==> config.mk <==
export PLATFORM = sky130hd
export DESIGN_NAME = fpec_ctrl
export DESIGN_NICKNAME = d
export VERILOG_FILES = /design/src/fpec_pkg.sv /design/src/fpec_ctrl.sv
export SDC_FILE = /design/constraint.sdc
export NUM_CORES = 1
export LEC_CHECK = 0
export BUFFER_PORTS_ARGS = -buffer_cell sky130_fd_sc_hd__buf_2
export CORE_ASPECT_RATIO = 1.2
export CORE_MARGIN = 8
export CORE_UTILIZATION = 39
export CTS_CLUSTER_SIZE = 40
export DETAILED_ROUTE_END_ITERATION = 8
export SLEW_MARGIN = 40
export SYNTH_ARGS = -nofsm -noshare
export SYNTH_HDL_FRONTEND = slang
export SYNTH_SLANG_ARGS = --single-unit
==> constraint.sdc <==
create_clock -name clock -period 3.05 [get_ports clock]
set_input_delay 0.61 -clock clock [delete_from_list [all_inputs] [get_ports clock]]
set_output_delay 0.61 -clock clock [all_outputs]
set_load 0.02 [all_outputs]
==> src/fpec_pkg.sv <==
// package: register map, command codes, field layout and timing for the flash control block
package fpec_pkg;
    // register indices; the bus byte address of each is four times its index
    localparam logic [23:0] IDX_CMD_STATE = 24'hffe060;
    localparam logic [23:0] IDX_CONTROL   = 24'hffe061;
    localparam logic [23:0] IDX_GUARD     = 24'hffe062;
    localparam logic [23:0] IDX_PAGE      = 24'hffe064;
    localparam int          ADDR_W        = 26;
    localparam logic [25:0] ADR_CMD_STATE = {IDX_CMD_STATE, 2'b00};
    localparam logic [25:0] ADR_CONTROL   = {IDX_CONTROL, 2'b00};
    localparam logic [25:0] ADR_GUARD     = {IDX_GUARD, 2'b00};
    localparam logic [25:0] ADR_PAGE      = {IDX_PAGE, 2'b00};

    // command codes
    localparam logic [7:0] CMD_UNLOCK1    = 8'h73;
    localparam logic [7:0] CMD_UNLOCK2    = 8'h8c;
    localparam logic [7:0] CMD_PAGE_ERASE = 8'h95;
    localparam logic [7:0] CMD_MASS_ERASE = 8'h63;

    // status field encodings
    localparam logic [5:0] ST_IDLE  = 6'h00;
    localparam logic [5:0] ST_PROG  = 6'h08;
    localparam logic [5:0] ST_PERASE = 6'h10;
    localparam logic [5:0] ST_MERASE = 6'h20;
    localparam int         STAT_UNLOCK_BIT = 7;
    localparam int         CTRL_EXTRA_AREA_SELECT_BIT   = 7;

    // page select layout and page geometry
    localparam int PAGE_LO    = 3;
    localparam int PAGE_HI    = 8;
    localparam int PADDR_LO   = 11;
    localparam int PADDR_HI   = 16;
    localparam int PAGE_WORDS = 2048;
    localparam int SECTORS    = 8;
    localparam logic [15:0] ERASED_WORD = 16'hffff;

    // information area window in program byte addresses
    localparam logic [23:0] EXTRA_AREA_SELECT_LAST = 24'h00007f;

    // reset values
    localparam logic [7:0]  CONTROL_RST = 8'h00;
    localparam logic [7:0]  GUARD_RST   = 8'h00;
    localparam logic [5:0]  PAGE_RST    = 6'h00;

    // timing of array operations
    localparam int CLK_MHZ       = 100;
    localparam int PROG_TIME_US  = 40;
    localparam int PROG_CYCLES   = PROG_TIME_US * CLK_MHZ;

    // unlock sequence states
    typedef enum logic [1:0] {
        FPEC_LOCKED,
        FPEC_HALF,
        FPEC_OPEN
    } fpec_lock_e;

    // operation states
    typedef enum logic [1:0] {
        FPEC_IDLE,
        FPEC_PROG,
        FPEC_ERASE
    } fpec_op_e;

    // request toward the flash array
    typedef struct packed {
        logic        prog;
        logic        page_erase;
        logic        mass_erase;
        logic [22:0] addr;
        logic [15:0] data;
    } fpec_array_req_s;
endpackage
==> src/fpec_ctrl.sv <==
// flash program and erase control: unlock, status, guard, page select
//
// Decided for this implementation: the Wishbone register port.
module fpec_ctrl #(
    parameter int PROG_CYCLES = fpec_pkg::PROG_CYCLES,
    parameter int ERASE_STEP  = 1
) (
    input  wire logic                   clock,
    input  wire logic                   sys_rst,
    // classic wishbone slave
    input  wire logic                   wb_cyc_i,
    input  wire logic                   wb_stb_i,
    input  wire logic                   wb_we_i,
    input  wire logic [25:0]            wb_adr_i,
    input  wire logic [3:0]             wb_sel_i,
    input  wire logic [31:0]            wb_dat_i,
    output logic      [31:0]            wb_dat_o,
    output logic                        wb_ack_o,
    output logic                        wb_err_o,
    // user program memory port, same clock
    input  wire logic                   pm_wr,
    input  wire logic [23:0]            pm_addr,
    input  wire logic [1:0]             pm_be,
    input  wire logic [15:0]            pm_wdata,
    input  wire logic                   pm_rd,
    output logic      [15:0]            pm_rdata,
    output logic                        pm_wait,
    // flash array side
    output fpec_pkg::fpec_array_req_s   array_req,
    input  wire logic [15:0]            array_rdata,
    input  wire logic [15:0]            extra_area_select_rdata
);
    // bus decode
    logic        acc;
    logic        hit_cmd;
    logic        hit_ctl;
    logic        hit_grd;
    logic        hit_pag;
    logic        mapped;
    logic        wr_lane0;
    logic        wr_lane1;

    // state registers and their next values
    fpec_pkg::fpec_lock_e  lock_st;
    fpec_pkg::fpec_lock_e  next_lock_st;
    fpec_pkg::fpec_op_e    op_st;
    fpec_pkg::fpec_op_e    next_op_st;
    logic                  extra_area_select;
    logic                  next_extra_area_select;
    logic [7:0]            sector_guard;
    logic [7:0]            next_sector_guard;
    logic [5:0]            page_choice;
    logic [5:0]            next_page_choice;
    logic [5:0]            operation_state_field;
    logic [5:0]            next_operation_state_field;
    logic [31:0]           op_count;
    logic [31:0]           next_op_count;
    logic [10:0]           erase_idx;
    logic [10:0]           next_erase_idx;
    logic [15:0]           hold_word;
    logic [15:0]           next_hold_word;
    logic [1:0]            hold_be;
    logic [1:0]            next_hold_be;
    logic [22:0]           hold_addr;
    logic [22:0]           next_hold_addr;
    logic                  ack;
    logic                  next_ack;
    logic                  err;
    logic                  next_err;
    logic [31:0]           rdat;
    logic [31:0]           next_rdat;
    logic [15:0]           pm_rdata_q;
    logic [15:0]           next_pm_rdata;
    fpec_pkg::fpec_array_req_s next_array_req;

    // page and sector checks for user writes
    logic        in_page;
    logic        page_guarded;
    logic [2:0]  page_sector;
    logic [7:0]  cmd;

    // one request per cycle; ack drops the cycle after it is given
    assign acc      = wb_cyc_i && wb_stb_i && !ack && !err;
    assign wr_lane0 = wb_sel_i[0];
    assign wr_lane1 = wb_sel_i[1];
    assign cmd      = wb_dat_i[7:0];

    // address decode
    always_comb
    begin
        hit_cmd = 1'b0;
        hit_ctl = 1'b0;
        hit_grd = 1'b0;
        hit_pag = 1'b0;
        if (wb_adr_i == fpec_pkg::ADR_CMD_STATE)
            hit_cmd = 1'b1;
        else if (wb_adr_i == fpec_pkg::ADR_CONTROL)
            hit_ctl = 1'b1;
        else if (wb_adr_i == fpec_pkg::ADR_GUARD)
            hit_grd = 1'b1;
        else if (wb_adr_i == fpec_pkg::ADR_PAGE)
            hit_pag = 1'b1;
        mapped = hit_cmd || hit_ctl || hit_grd || hit_pag;
    end

    // eight sectors of eight pages each
    assign page_sector  = page_choice[5:3];
    assign page_guarded = sector_guard[page_sector];
    assign in_page = (pm_addr[fpec_pkg::PADDR_HI:fpec_pkg::PADDR_LO]
                      == page_choice);

    // next state for lock sequence, operations and registers
    always_comb
    begin
        next_lock_st               = lock_st;
        next_op_st                 = op_st;
        next_extra_area_select     = extra_area_select;
        next_sector_guard          = sector_guard;
        next_page_choice           = page_choice;
        next_operation_state_field = operation_state_field;
        next_op_count              = op_count;
        next_erase_idx             = erase_idx;
        next_hold_word             = hold_word;
        next_hold_be               = hold_be;
        next_hold_addr             = hold_addr;
        next_ack                   = 1'b0;
        next_err                   = 1'b0;
        next_rdat                  = rdat;
        next_array_req             = '0;

        // register access over the bus
        if (acc && !mapped)
            next_err = 1'b1;
        else if (acc)
        begin
            next_ack  = 1'b1;
            next_rdat = 32'h0000_0000;
            if (!wb_we_i)
            begin
                // reads never change controller state
                if (hit_cmd)
                    next_rdat[7:0] = {lock_st == fpec_pkg::FPEC_OPEN,
                                      1'b0,
                                      operation_state_field};
                else if (hit_ctl)
                    next_rdat[7:0] = {extra_area_select, 7'h00};
                else if (hit_grd)
                    next_rdat[7:0] = sector_guard;
                else
                    next_rdat[15:0] = {7'h00, page_choice, 3'h0};
            end
            else if (hit_cmd && wr_lane0)
            begin
                // command decode; anything unexpected relocks
                next_lock_st = fpec_pkg::FPEC_LOCKED;
                if (op_st == fpec_pkg::FPEC_IDLE)
                begin
                    if (lock_st == fpec_pkg::FPEC_LOCKED
                        && cmd == fpec_pkg::CMD_UNLOCK1)
                        next_lock_st = fpec_pkg::FPEC_HALF;
                    else if (lock_st == fpec_pkg::FPEC_HALF
                             && cmd == fpec_pkg::CMD_UNLOCK2)
                        next_lock_st = fpec_pkg::FPEC_OPEN;
                    else if (lock_st == fpec_pkg::FPEC_OPEN
                             && cmd == fpec_pkg::CMD_PAGE_ERASE
                             && !page_guarded)
                    begin
                        // erase keeps the unlock until it finishes
                        next_lock_st   = fpec_pkg::FPEC_OPEN;
                        next_op_st     = fpec_pkg::FPEC_ERASE;
                        next_erase_idx = 11'h000;
                        next_operation_state_field =
                            fpec_pkg::ST_PERASE;
                    end
                    // mass erase from user code only relocks
                end
            end
            else if (hit_ctl && wr_lane0)
                next_extra_area_select = wb_dat_i[fpec_pkg::CTRL_EXTRA_AREA_SELECT_BIT];
            else if (hit_grd && wr_lane0)
                next_sector_guard = sector_guard | wb_dat_i[7:0];
            else if (hit_pag && wr_lane0)
            begin
                // a page write while mid-sequence breaks the unlock
                next_page_choice = wb_dat_i[fpec_pkg::PAGE_HI:
                                            fpec_pkg::PAGE_LO];
                if (lock_st != fpec_pkg::FPEC_LOCKED)
                    next_lock_st = fpec_pkg::FPEC_LOCKED;
            end
            else if (hit_pag && wr_lane1)
            begin
                if (lock_st != fpec_pkg::FPEC_LOCKED)
                    next_lock_st = fpec_pkg::FPEC_LOCKED;
            end
        end

        // array operations
        case (op_st)
            fpec_pkg::FPEC_IDLE:
            begin
                // byte writes merge until both halves of a word are in
                if (pm_wr && lock_st == fpec_pkg::FPEC_OPEN && in_page
                    && !page_guarded)
                begin
                    if (pm_be[0])
                        next_hold_word[7:0] = pm_wdata[7:0];
                    if (pm_be[1])
                        next_hold_word[15:8] = pm_wdata[15:8];
                    next_hold_addr = pm_addr[23:1];
                    next_hold_be   = hold_be | pm_be;
                    if ((hold_be | pm_be) == 2'b11)
                    begin
                        next_hold_be  = 2'b00;
                        next_op_st    = fpec_pkg::FPEC_PROG;
                        next_op_count = 32'h0000_0000;
                        next_operation_state_field =
                            fpec_pkg::ST_PROG;
                    end
                end
            end
            fpec_pkg::FPEC_PROG:
            begin
                next_array_req.prog = (op_count == 32'h0000_0000);
                next_array_req.addr = hold_addr;
                next_array_req.data = hold_word;
                next_op_count = op_count + 32'h0000_0001;
                if (op_count >= 32'(PROG_CYCLES - 1))
                begin
                    next_op_st = fpec_pkg::FPEC_IDLE;
                    next_operation_state_field = fpec_pkg::ST_IDLE;
                end
            end
            fpec_pkg::FPEC_ERASE:
            begin
                // writes all-ones over the selected page, one word every ERASE_STEP words
                next_array_req.page_erase = 1'b1;
                next_array_req.addr = {6'h00, page_choice, erase_idx};
                next_array_req.data = fpec_pkg::ERASED_WORD;
                next_erase_idx = erase_idx + 11'(ERASE_STEP);
                if (erase_idx == 11'(fpec_pkg::PAGE_WORDS - ERASE_STEP))
                begin
                    next_op_st   = fpec_pkg::FPEC_IDLE;
                    next_lock_st = fpec_pkg::FPEC_LOCKED;
                    next_operation_state_field = fpec_pkg::ST_IDLE;
                end
            end
            default:
                next_op_st = fpec_pkg::FPEC_IDLE;
        endcase
    end

    // data reads: information area overlay, held in wait while busy
    always_comb
    begin
        next_pm_rdata = pm_rdata_q;
        if (pm_rd && op_st == fpec_pkg::FPEC_IDLE)
        begin
            if (extra_area_select && pm_addr <= fpec_pkg::EXTRA_AREA_SELECT_LAST)
                next_pm_rdata = extra_area_select_rdata;
            else
                next_pm_rdata = array_rdata;
        end
    end

    // registers; reset always relocks
    always_ff @(posedge clock)
    begin
        if (sys_rst)
        begin
            lock_st               <= fpec_pkg::FPEC_LOCKED;
            op_st                 <= fpec_pkg::FPEC_IDLE;
            extra_area_select     <= fpec_pkg::CONTROL_RST[7];
            sector_guard          <= fpec_pkg::GUARD_RST;
            page_choice           <= fpec_pkg::PAGE_RST;
            operation_state_field <= fpec_pkg::ST_IDLE;
            op_count              <= 32'h0000_0000;
            erase_idx             <= 11'h000;
            hold_word             <= 16'hffff;
            hold_be               <= 2'b00;
            hold_addr             <= 23'h000000;
            ack                   <= 1'b0;
            err                   <= 1'b0;
            rdat                  <= 32'h0000_0000;
            pm_rdata_q            <= 16'h0000;
            array_req             <= '0;
        end
        else
        begin
            lock_st               <= next_lock_st;
            op_st                 <= next_op_st;
            extra_area_select     <= next_extra_area_select;
            sector_guard          <= next_sector_guard;
            page_choice           <= next_page_choice;
            operation_state_field <= next_operation_state_field;
            op_count              <= next_op_count;
            erase_idx             <= next_erase_idx;
            hold_word             <= next_hold_word;
            hold_be               <= next_hold_be;
            hold_addr             <= next_hold_addr;
            ack                   <= next_ack;
            err                   <= next_err;
            rdat                  <= next_rdat;
            pm_rdata_q            <= next_pm_rdata;
            array_req             <= next_array_req;
        end
    end

    // outputs
    assign wb_ack_o = ack;
    assign wb_err_o = err;
    assign wb_dat_o = rdat;
    assign pm_rdata = pm_rdata_q;
    assign pm_wait  = (op_st != fpec_pkg::FPEC_IDLE);
endmodule

# Word level (Yosys, flattened, before mapping)
# Cells that the tools add are included.
dict set report classes {
  n_addsub 2
  magnitude_cmp 3
  n_eq_ne 19
  muxes 78
  bitwise 7
  reduce_logical 47
}
# cell n
set ops {}
lappend ops {{26-bit equality test, second input constant} 4}
lappend ops {{11-bit 2-to-1 mux} 9}
lappend ops {{39-bit one-hot mux with 2 select lines} 1}
lappend ops {{6-bit 2-to-1 mux} 12}
lappend ops {{32-bit 2-to-1 mux} 2}
lappend ops {{32-bit one-hot mux with 2 select lines} 1}
lappend ops {{2-bit 2-to-1 mux} 28}
lappend ops {{32-bit by 1-bit adder with 32-bit output, second input constant} 1}
lappend ops {{32-bit by 12-bit >= comparator with 1-bit output, second input constant} 1}
lappend ops {{32-bit logical NOT} 1}
lappend ops {{16-bit 2-to-1 mux} 2}
lappend ops {{8-bit 2-to-1 mux} 4}
lappend ops {{24-bit by 7-bit <= comparator with 1-bit output, second input constant} 1}
lappend ops {{1-bit logical AND} 18}
lappend ops {{6-bit one-hot mux with 3 select lines} 1}
lappend ops {{8-bit equality test, second input constant} 2}
lappend ops {{1-bit 2-to-1 mux} 16}
lappend ops {{2-bit nonzero test} 8}
lappend ops {{11-bit by 1-bit adder with 11-bit output, second input constant} 1}
lappend ops {{11-bit equality test, second input constant} 1}
lappend ops {{3-bit AND reduction} 3}
lappend ops {{8-bit by 7-bit equality test with 1-bit output, second input constant} 1}
lappend ops {{8-bit OR} 1}
lappend ops {{8-bit AND reduction} 1}
lappend ops {{other kinds (18)} 36}
dict set report word_totals {
  reg_bits 185
}

# Logic depth before layout (Yosys ltp)
dict set report logic_depth {
  ltp_word 16
  depth_mapped 10
  mapped_depth_nobuf 8
}

# Worst setup path before layout
# No wires, ideal clock.
dict set report synth_path {
  path_type {input-to-reg}
  startpoint {input port wb_adr_i[6]}
  endpoint {register page_choice[0]}
  t_arrival_ns 2.658
  required_ns 2.922
  path_slack_ns 0.264
  stages 7
  path_cell_list {or4b_1 nor4_1 nand2_1 clkbuf_1 nor3_2 mux2i_1 nor2_1}
}
dict set report synth_via {
  elab_chain_len 10
  word_cells_on_any_way 28
  cone_classes {eq/ne: 4; mux: 10; bitwise: 4; reduce/logical: 10}
}
# item line_no
set synth_lines {}
lappend synth_lines {{start, declared} fpec_ctrl.sv:14} ;# input wire logic [25:0] wb_adr_i,
lappend synth_lines {{26-bit equality test, on equally long branches} {fpec_ctrl.sv:101, fpec_ctrl.sv:97, fpec_ctrl.sv:99}}
lappend synth_lines {{1-bit 2-to-1 mux, on equally long branches} {fpec_ctrl.sv:101, fpec_ctrl.sv:97, fpec_ctrl.sv:99}}
lappend synth_lines {{1-bit 2-to-1 mux, on equally long branches} {fpec_ctrl.sv:99, fpec_ctrl.sv:95, fpec_ctrl.sv:97}}
lappend synth_lines {{1-bit 2-to-1 mux (tied with other cells)} fpec_ctrl.sv:97} ;# else if (wb_adr_i == fpec_pkg::ADR_CONTROL)
lappend synth_lines {{1-bit 2-to-1 mux / 1-bit logical OR (equally long branches)} {fpec_ctrl.sv:95, fpec_ctrl.sv:103}}
lappend synth_lines {{1-bit logical OR} fpec_ctrl.sv:103} ;# mapped = hit_cmd || hit_ctl || hit_grd || hit_pag;
lappend synth_lines {{1-bit logical NOT} fpec_ctrl.sv:132} ;# if (acc && !mapped)
lappend synth_lines {{1-bit logical AND} fpec_ctrl.sv:132}
lappend synth_lines {{1-bit inverter (no source line)} --}
lappend synth_lines {{7-bit AND reduction (no source line) (*)} --}
lappend synth_lines {{end signal, assigned} fpec_ctrl.sv:274} ;# page_choice <= fpec_pkg::PAGE_RST;
lappend synth_lines {{end signal, assigned} fpec_ctrl.sv:293} ;# page_choice <= next_page_choice;
lappend synth_lines {{end, declared} fpec_ctrl.sv:52} ;# logic [5:0] page_choice;
# Every way passes the cells marked *; elsewhere a longest branch is shown, timed or not.
# A chain may end at the register's enable or synchronous reset.

# Worst setup path after layout
dict set report layout_path {
  startpoint {register page_choice[3]}
  endpoint {register op_count[25]}
}
dict set report layout_via {
  elab_chain_len 6
  word_cells_on_any_way 8
  cone_classes {eq/ne: 2; mux: 2; reduce/logical: 4}
}
# item line_no
set layout_lines {}
lappend layout_lines {{1-bit binary-select mux with 3-bit select} fpec_ctrl.sv:108} ;# assign page_guarded = sector_guard[page_sector];
lappend layout_lines {{1-bit 2-to-1 mux (not written as such)} fpec_ctrl.sv:108}
lappend layout_lines {{1-bit logical NOT} fpec_ctrl.sv:203} ;# && !page_guarded)
lappend layout_lines {{1-bit logical AND (*)} fpec_ctrl.sv:203}
lappend layout_lines {{2-bit != test (no source line) (*)} --}
lappend layout_lines {{3-bit AND reduction (no source line) (*)} --}
lappend layout_lines {{end signal, assigned} fpec_ctrl.sv:295} ;# op_count <= next_op_count;
lappend layout_lines {{end, declared} fpec_ctrl.sv:56} ;# logic [31:0] op_count;
# Every way passes the cells marked *; elsewhere a longest branch is shown, timed or not. The select of a mux whose other input is x is not followed.

==> impl_metrics.py <==
metrics = {
    "placement": {
        "hpwl_um": 16600,
        "gp_congestion": 0.830,
        "port_buffers": 185,
    },
    "detailed_routing": {
        "drtIter0Drc": 460,
        "vias": 6991,
        "vias_per_cell": 5.09,
        "drc": 0,
        "wire_per_inst_um": 16.1,
        "antenna_left": 0,
        "drt_wl_total_um": 22200,
        "dr.pass1.iters": 4,
    },
    "global_routing": {
        "first_global_vias": 6953,
        "antenna_found_initial": 1,
        "grt_use_total_pct": 17.4,
        "grt_first_pass_wirelength_um": 35300,
        "grt_max_degree": 45,
        "gr-total-overflow": 0,
    },
    "timing": {
        "fin_skew_ns": 0.0135,
        "setup-violations-final": 0,
        "hold_viol_final": 0,
        "min_period_ns": 2.83,
        "fin_crit_sh_pct": 92.9,
        "slew_violations": 0,
        "max_freq_ghz": 0.353,
        "rsz0062_at_grt": "no",
        "fin_tns_setup_ns": 0,
    },
    "logic_synthesis": {
        "ys_seq_elements": 177,
        "async_flop_share_pct": 0,
        "ys.flop_type": "dfxtp_1",
        "synth_area_per_cell_um2": 8.64,
        "yosysSeqAreaShare_pct": 45.0,
        "syn-instance-count": 912,
        "synth_edf_count": 0,
        "yosysUniqueCellTypes": 74,
        "ys_warn_count": 0,
        "synthesis.area_um2": 7880,
    },
    "cts": {
        "cts_setup_buffers": 0,
        "clk_latency_ns": 0.43,
        "clkTransAtPathRegs_ns": 0.08,
        "cts_sinks": 177,
        "root_buffer": "clkbuf_16",
        "htreeDepth": 4,
        "cts_made_buffers": 17,
        "clk_path_buf_depth": 2,
        "cts_tree": "yes",
    },
    "critical_path": {
        "cpMaxStageDelayCell": "or4_4",
        "worstSetupPathType": "flop to flop",
        "critPathMaxFanout": 11,
        "cp.arrival_ns": 3.19,
        "r2r_slack_ns": 0.22,
        "crit_chain": "mux2_1, mux4_2, or4_4, a211oi_1, or3b_1, a21oi_1",
        "startpoint_type": "flop",
        "critPathTopFamily": "simple AND/OR/NAND/NOR gates",
        "worstSetupEndpointType": "flop",
        "critPathRequiredTime_ns": 3.40,
        "cp_num_buf_inv": 0,
        "slowest_delay_ns": 0.67,
    },
    "cells_and_area": {
        "regArea_um2": 3540,
        "layout_common_cells": "buf_2 (184), dfxtp_1 (176), nand2_1 (122), nor2_1 (111), a21oi_1 (68)",
        "drive_gt1_share_pct": 25.1,
        "syn_to_final_growth_pct": 23.5,
        "multi_input_area_um2": 4000,
        "layout.nets": 1245,
        "final_common_cell": "buf_2",
        "n_fill_cell": 1990,
    },
    "floorplan": {
        "io_pins": 236,
        "num_rows": 57,
        "die_w_um": 146,
        "die_area_um2": 25000,
        "core-area_um2": 20000,
        "die_y_um": 172,
        "initial_core_util_pct": 39.3,
    },
    "power_and_ir_drop": {
        "vdd_drop_max_v": 0.000386,
        "p_leak_nw": 3.87,
        "total_power_mw": 4.83,
        "pwr_density_cell_nw_per_um2": 497,
    },
    "run": {
        "drv_cap": 0,
    },
    "outcome": {
        "status": "finished, final reports clean",
    },
    "worst_hold_path": {
        "hold_class": "input port to flop",
    },
}
-- cells in the mapped netlist, types with 13 or more instances --
cell type | instances | area, um2
nand3b_1 | 20 | 150
mux2i_1 | 26 | 260
a22oi_1 | 19 | 143
a21oi_1 | 68 | 340
nor3_1 | 13 | 65.1
nand2_1 | 122 | 458
buf_4 | 24 | 180
xnor2_1 | 19 | 166
and3_1 | 15 | 93.8
o21ai_0 | 17 | 85.1
dfxtp_1 | 177 | 3540
nor4_1 | 19 | 119
nand2b_1 | 13 | 81.3
a211oi_1 | 18 | 135
xor2_1 | 13 | 114
nor2_1 | 111 | 417
nand3_1 | 19 | 95.1
clkbuf_1 | 45 | 169
-- logic make-up after synthesis --
family / Yosys count / synth area share [%]
AOI/OAI and AO/OA: 173 / 14.9
xor gates and xnor gates: 32 / 3.56
adders and majority gates: 7 / 1.11
buffers and inverters: 90 / 5.65
DFF: 177 / 45.0
muxes: 32 / 4.45
other: 1 / 0.0476
and+or+nand+nor: 400 / 25.3
-- per-stage QoR --
| stage | utilization [%] | std cells | setup WS (ns) | area, um2 | hold slack, ns |
|---|---|---|---|---|---|
| final | 48.6 | 1374 | 0.216 | 9730 | 0.386 |
| after global routing | 48.5 | 1373 | 0.0837 | 9730 | 0.366 |
| after CTS | 48.5 | 1373 | 0.0850 | 9730 | 0.367 |
| after detailed placement | 45.5 | 1341 | 0.00828 | 9110 | 0.442 |
| after global placement | 45.5 | 1341 | 0.00200 | 9110 | 0.435 |
| after floorplan | - | 935 | 0.264 | 7960 | 0.426 |
-- worst reg2reg max path: cells and delay by family (launching register included) --
family,cells,cell delay (ns)
DFF,1,0.42
AOI/OAI and AO/OA,2,0.48
muxes,2,0.83
and+or+nand+nor,2,1.04
-- where the power goes --
group	internal, mW	total (mW)	switching (mW)
Clock	1.19	2.24	1.05
Combinational	0.102	0.265	0.163
Sequential	2.32	2.33	0.00768
Total	3.61	4.83	1.22
-- per-layer routing --
metal  global-route usage, %  vias to the layer above  share of wire (%)
met2                    30.2                      186                 50
met4                    5.49                        0                1.3
li1                        -                     3548                  -
met5                       0                        -                  0
met3                    5.71                       21                6.5
met1                    19.9                     3236                 42
-- final cells by class --
| cell class | count | share of cell area (%) |
|---|---|---|
| antenna | 1 | 0.0257 |
| inverter | 12 | 0.463 |
| timing repair buffer | 219 | 12.3 |
| multi-input combinational | 668 | 41.1 |
| clock buffer | 17 | 4.37 |
| sequential | 177 | 36.4 |
| clock inverter | 15 | 1.94 |
| tap | 265 | 3.41 |
-- flip-flops by register name (all words and copies together) (netlist names) --
| register | count |
|---|---|
| array_req | 41 |
| erase_idx | 11 |
| extra_area_select | 1 |
| hold_addr | 23 |
| hold_be | 2 |
| hold_word | 16 |
| lock_st | 2 |
| op_count | 32 |
| op_st | 2 |
| operation_state_field | 6 |
| page_choice | 6 |
| pm_rdata | 16 |
| sector_guard | 8 |
| wb_ack_o | 1 |
| wb_dat_o | 9 |
| wb_err_o | 1 |
-- timing repair --
action	CTS	global route
hold buffers	0	0
setup endpoints to repair	0	7
resized for setup	0	2
-- path summary, 6_finish.rpt --
kind              endpoint           start  cells after the start
max           op_count[25]  page_choice[3]                      6
min          hold_word[10]    pm_wdata[10]                      3
max reg2reg   op_count[25]  page_choice[3]                      6
min reg2reg  hold_addr[17]   hold_addr[17]                      2
Power figures use the tool's default switching activity.
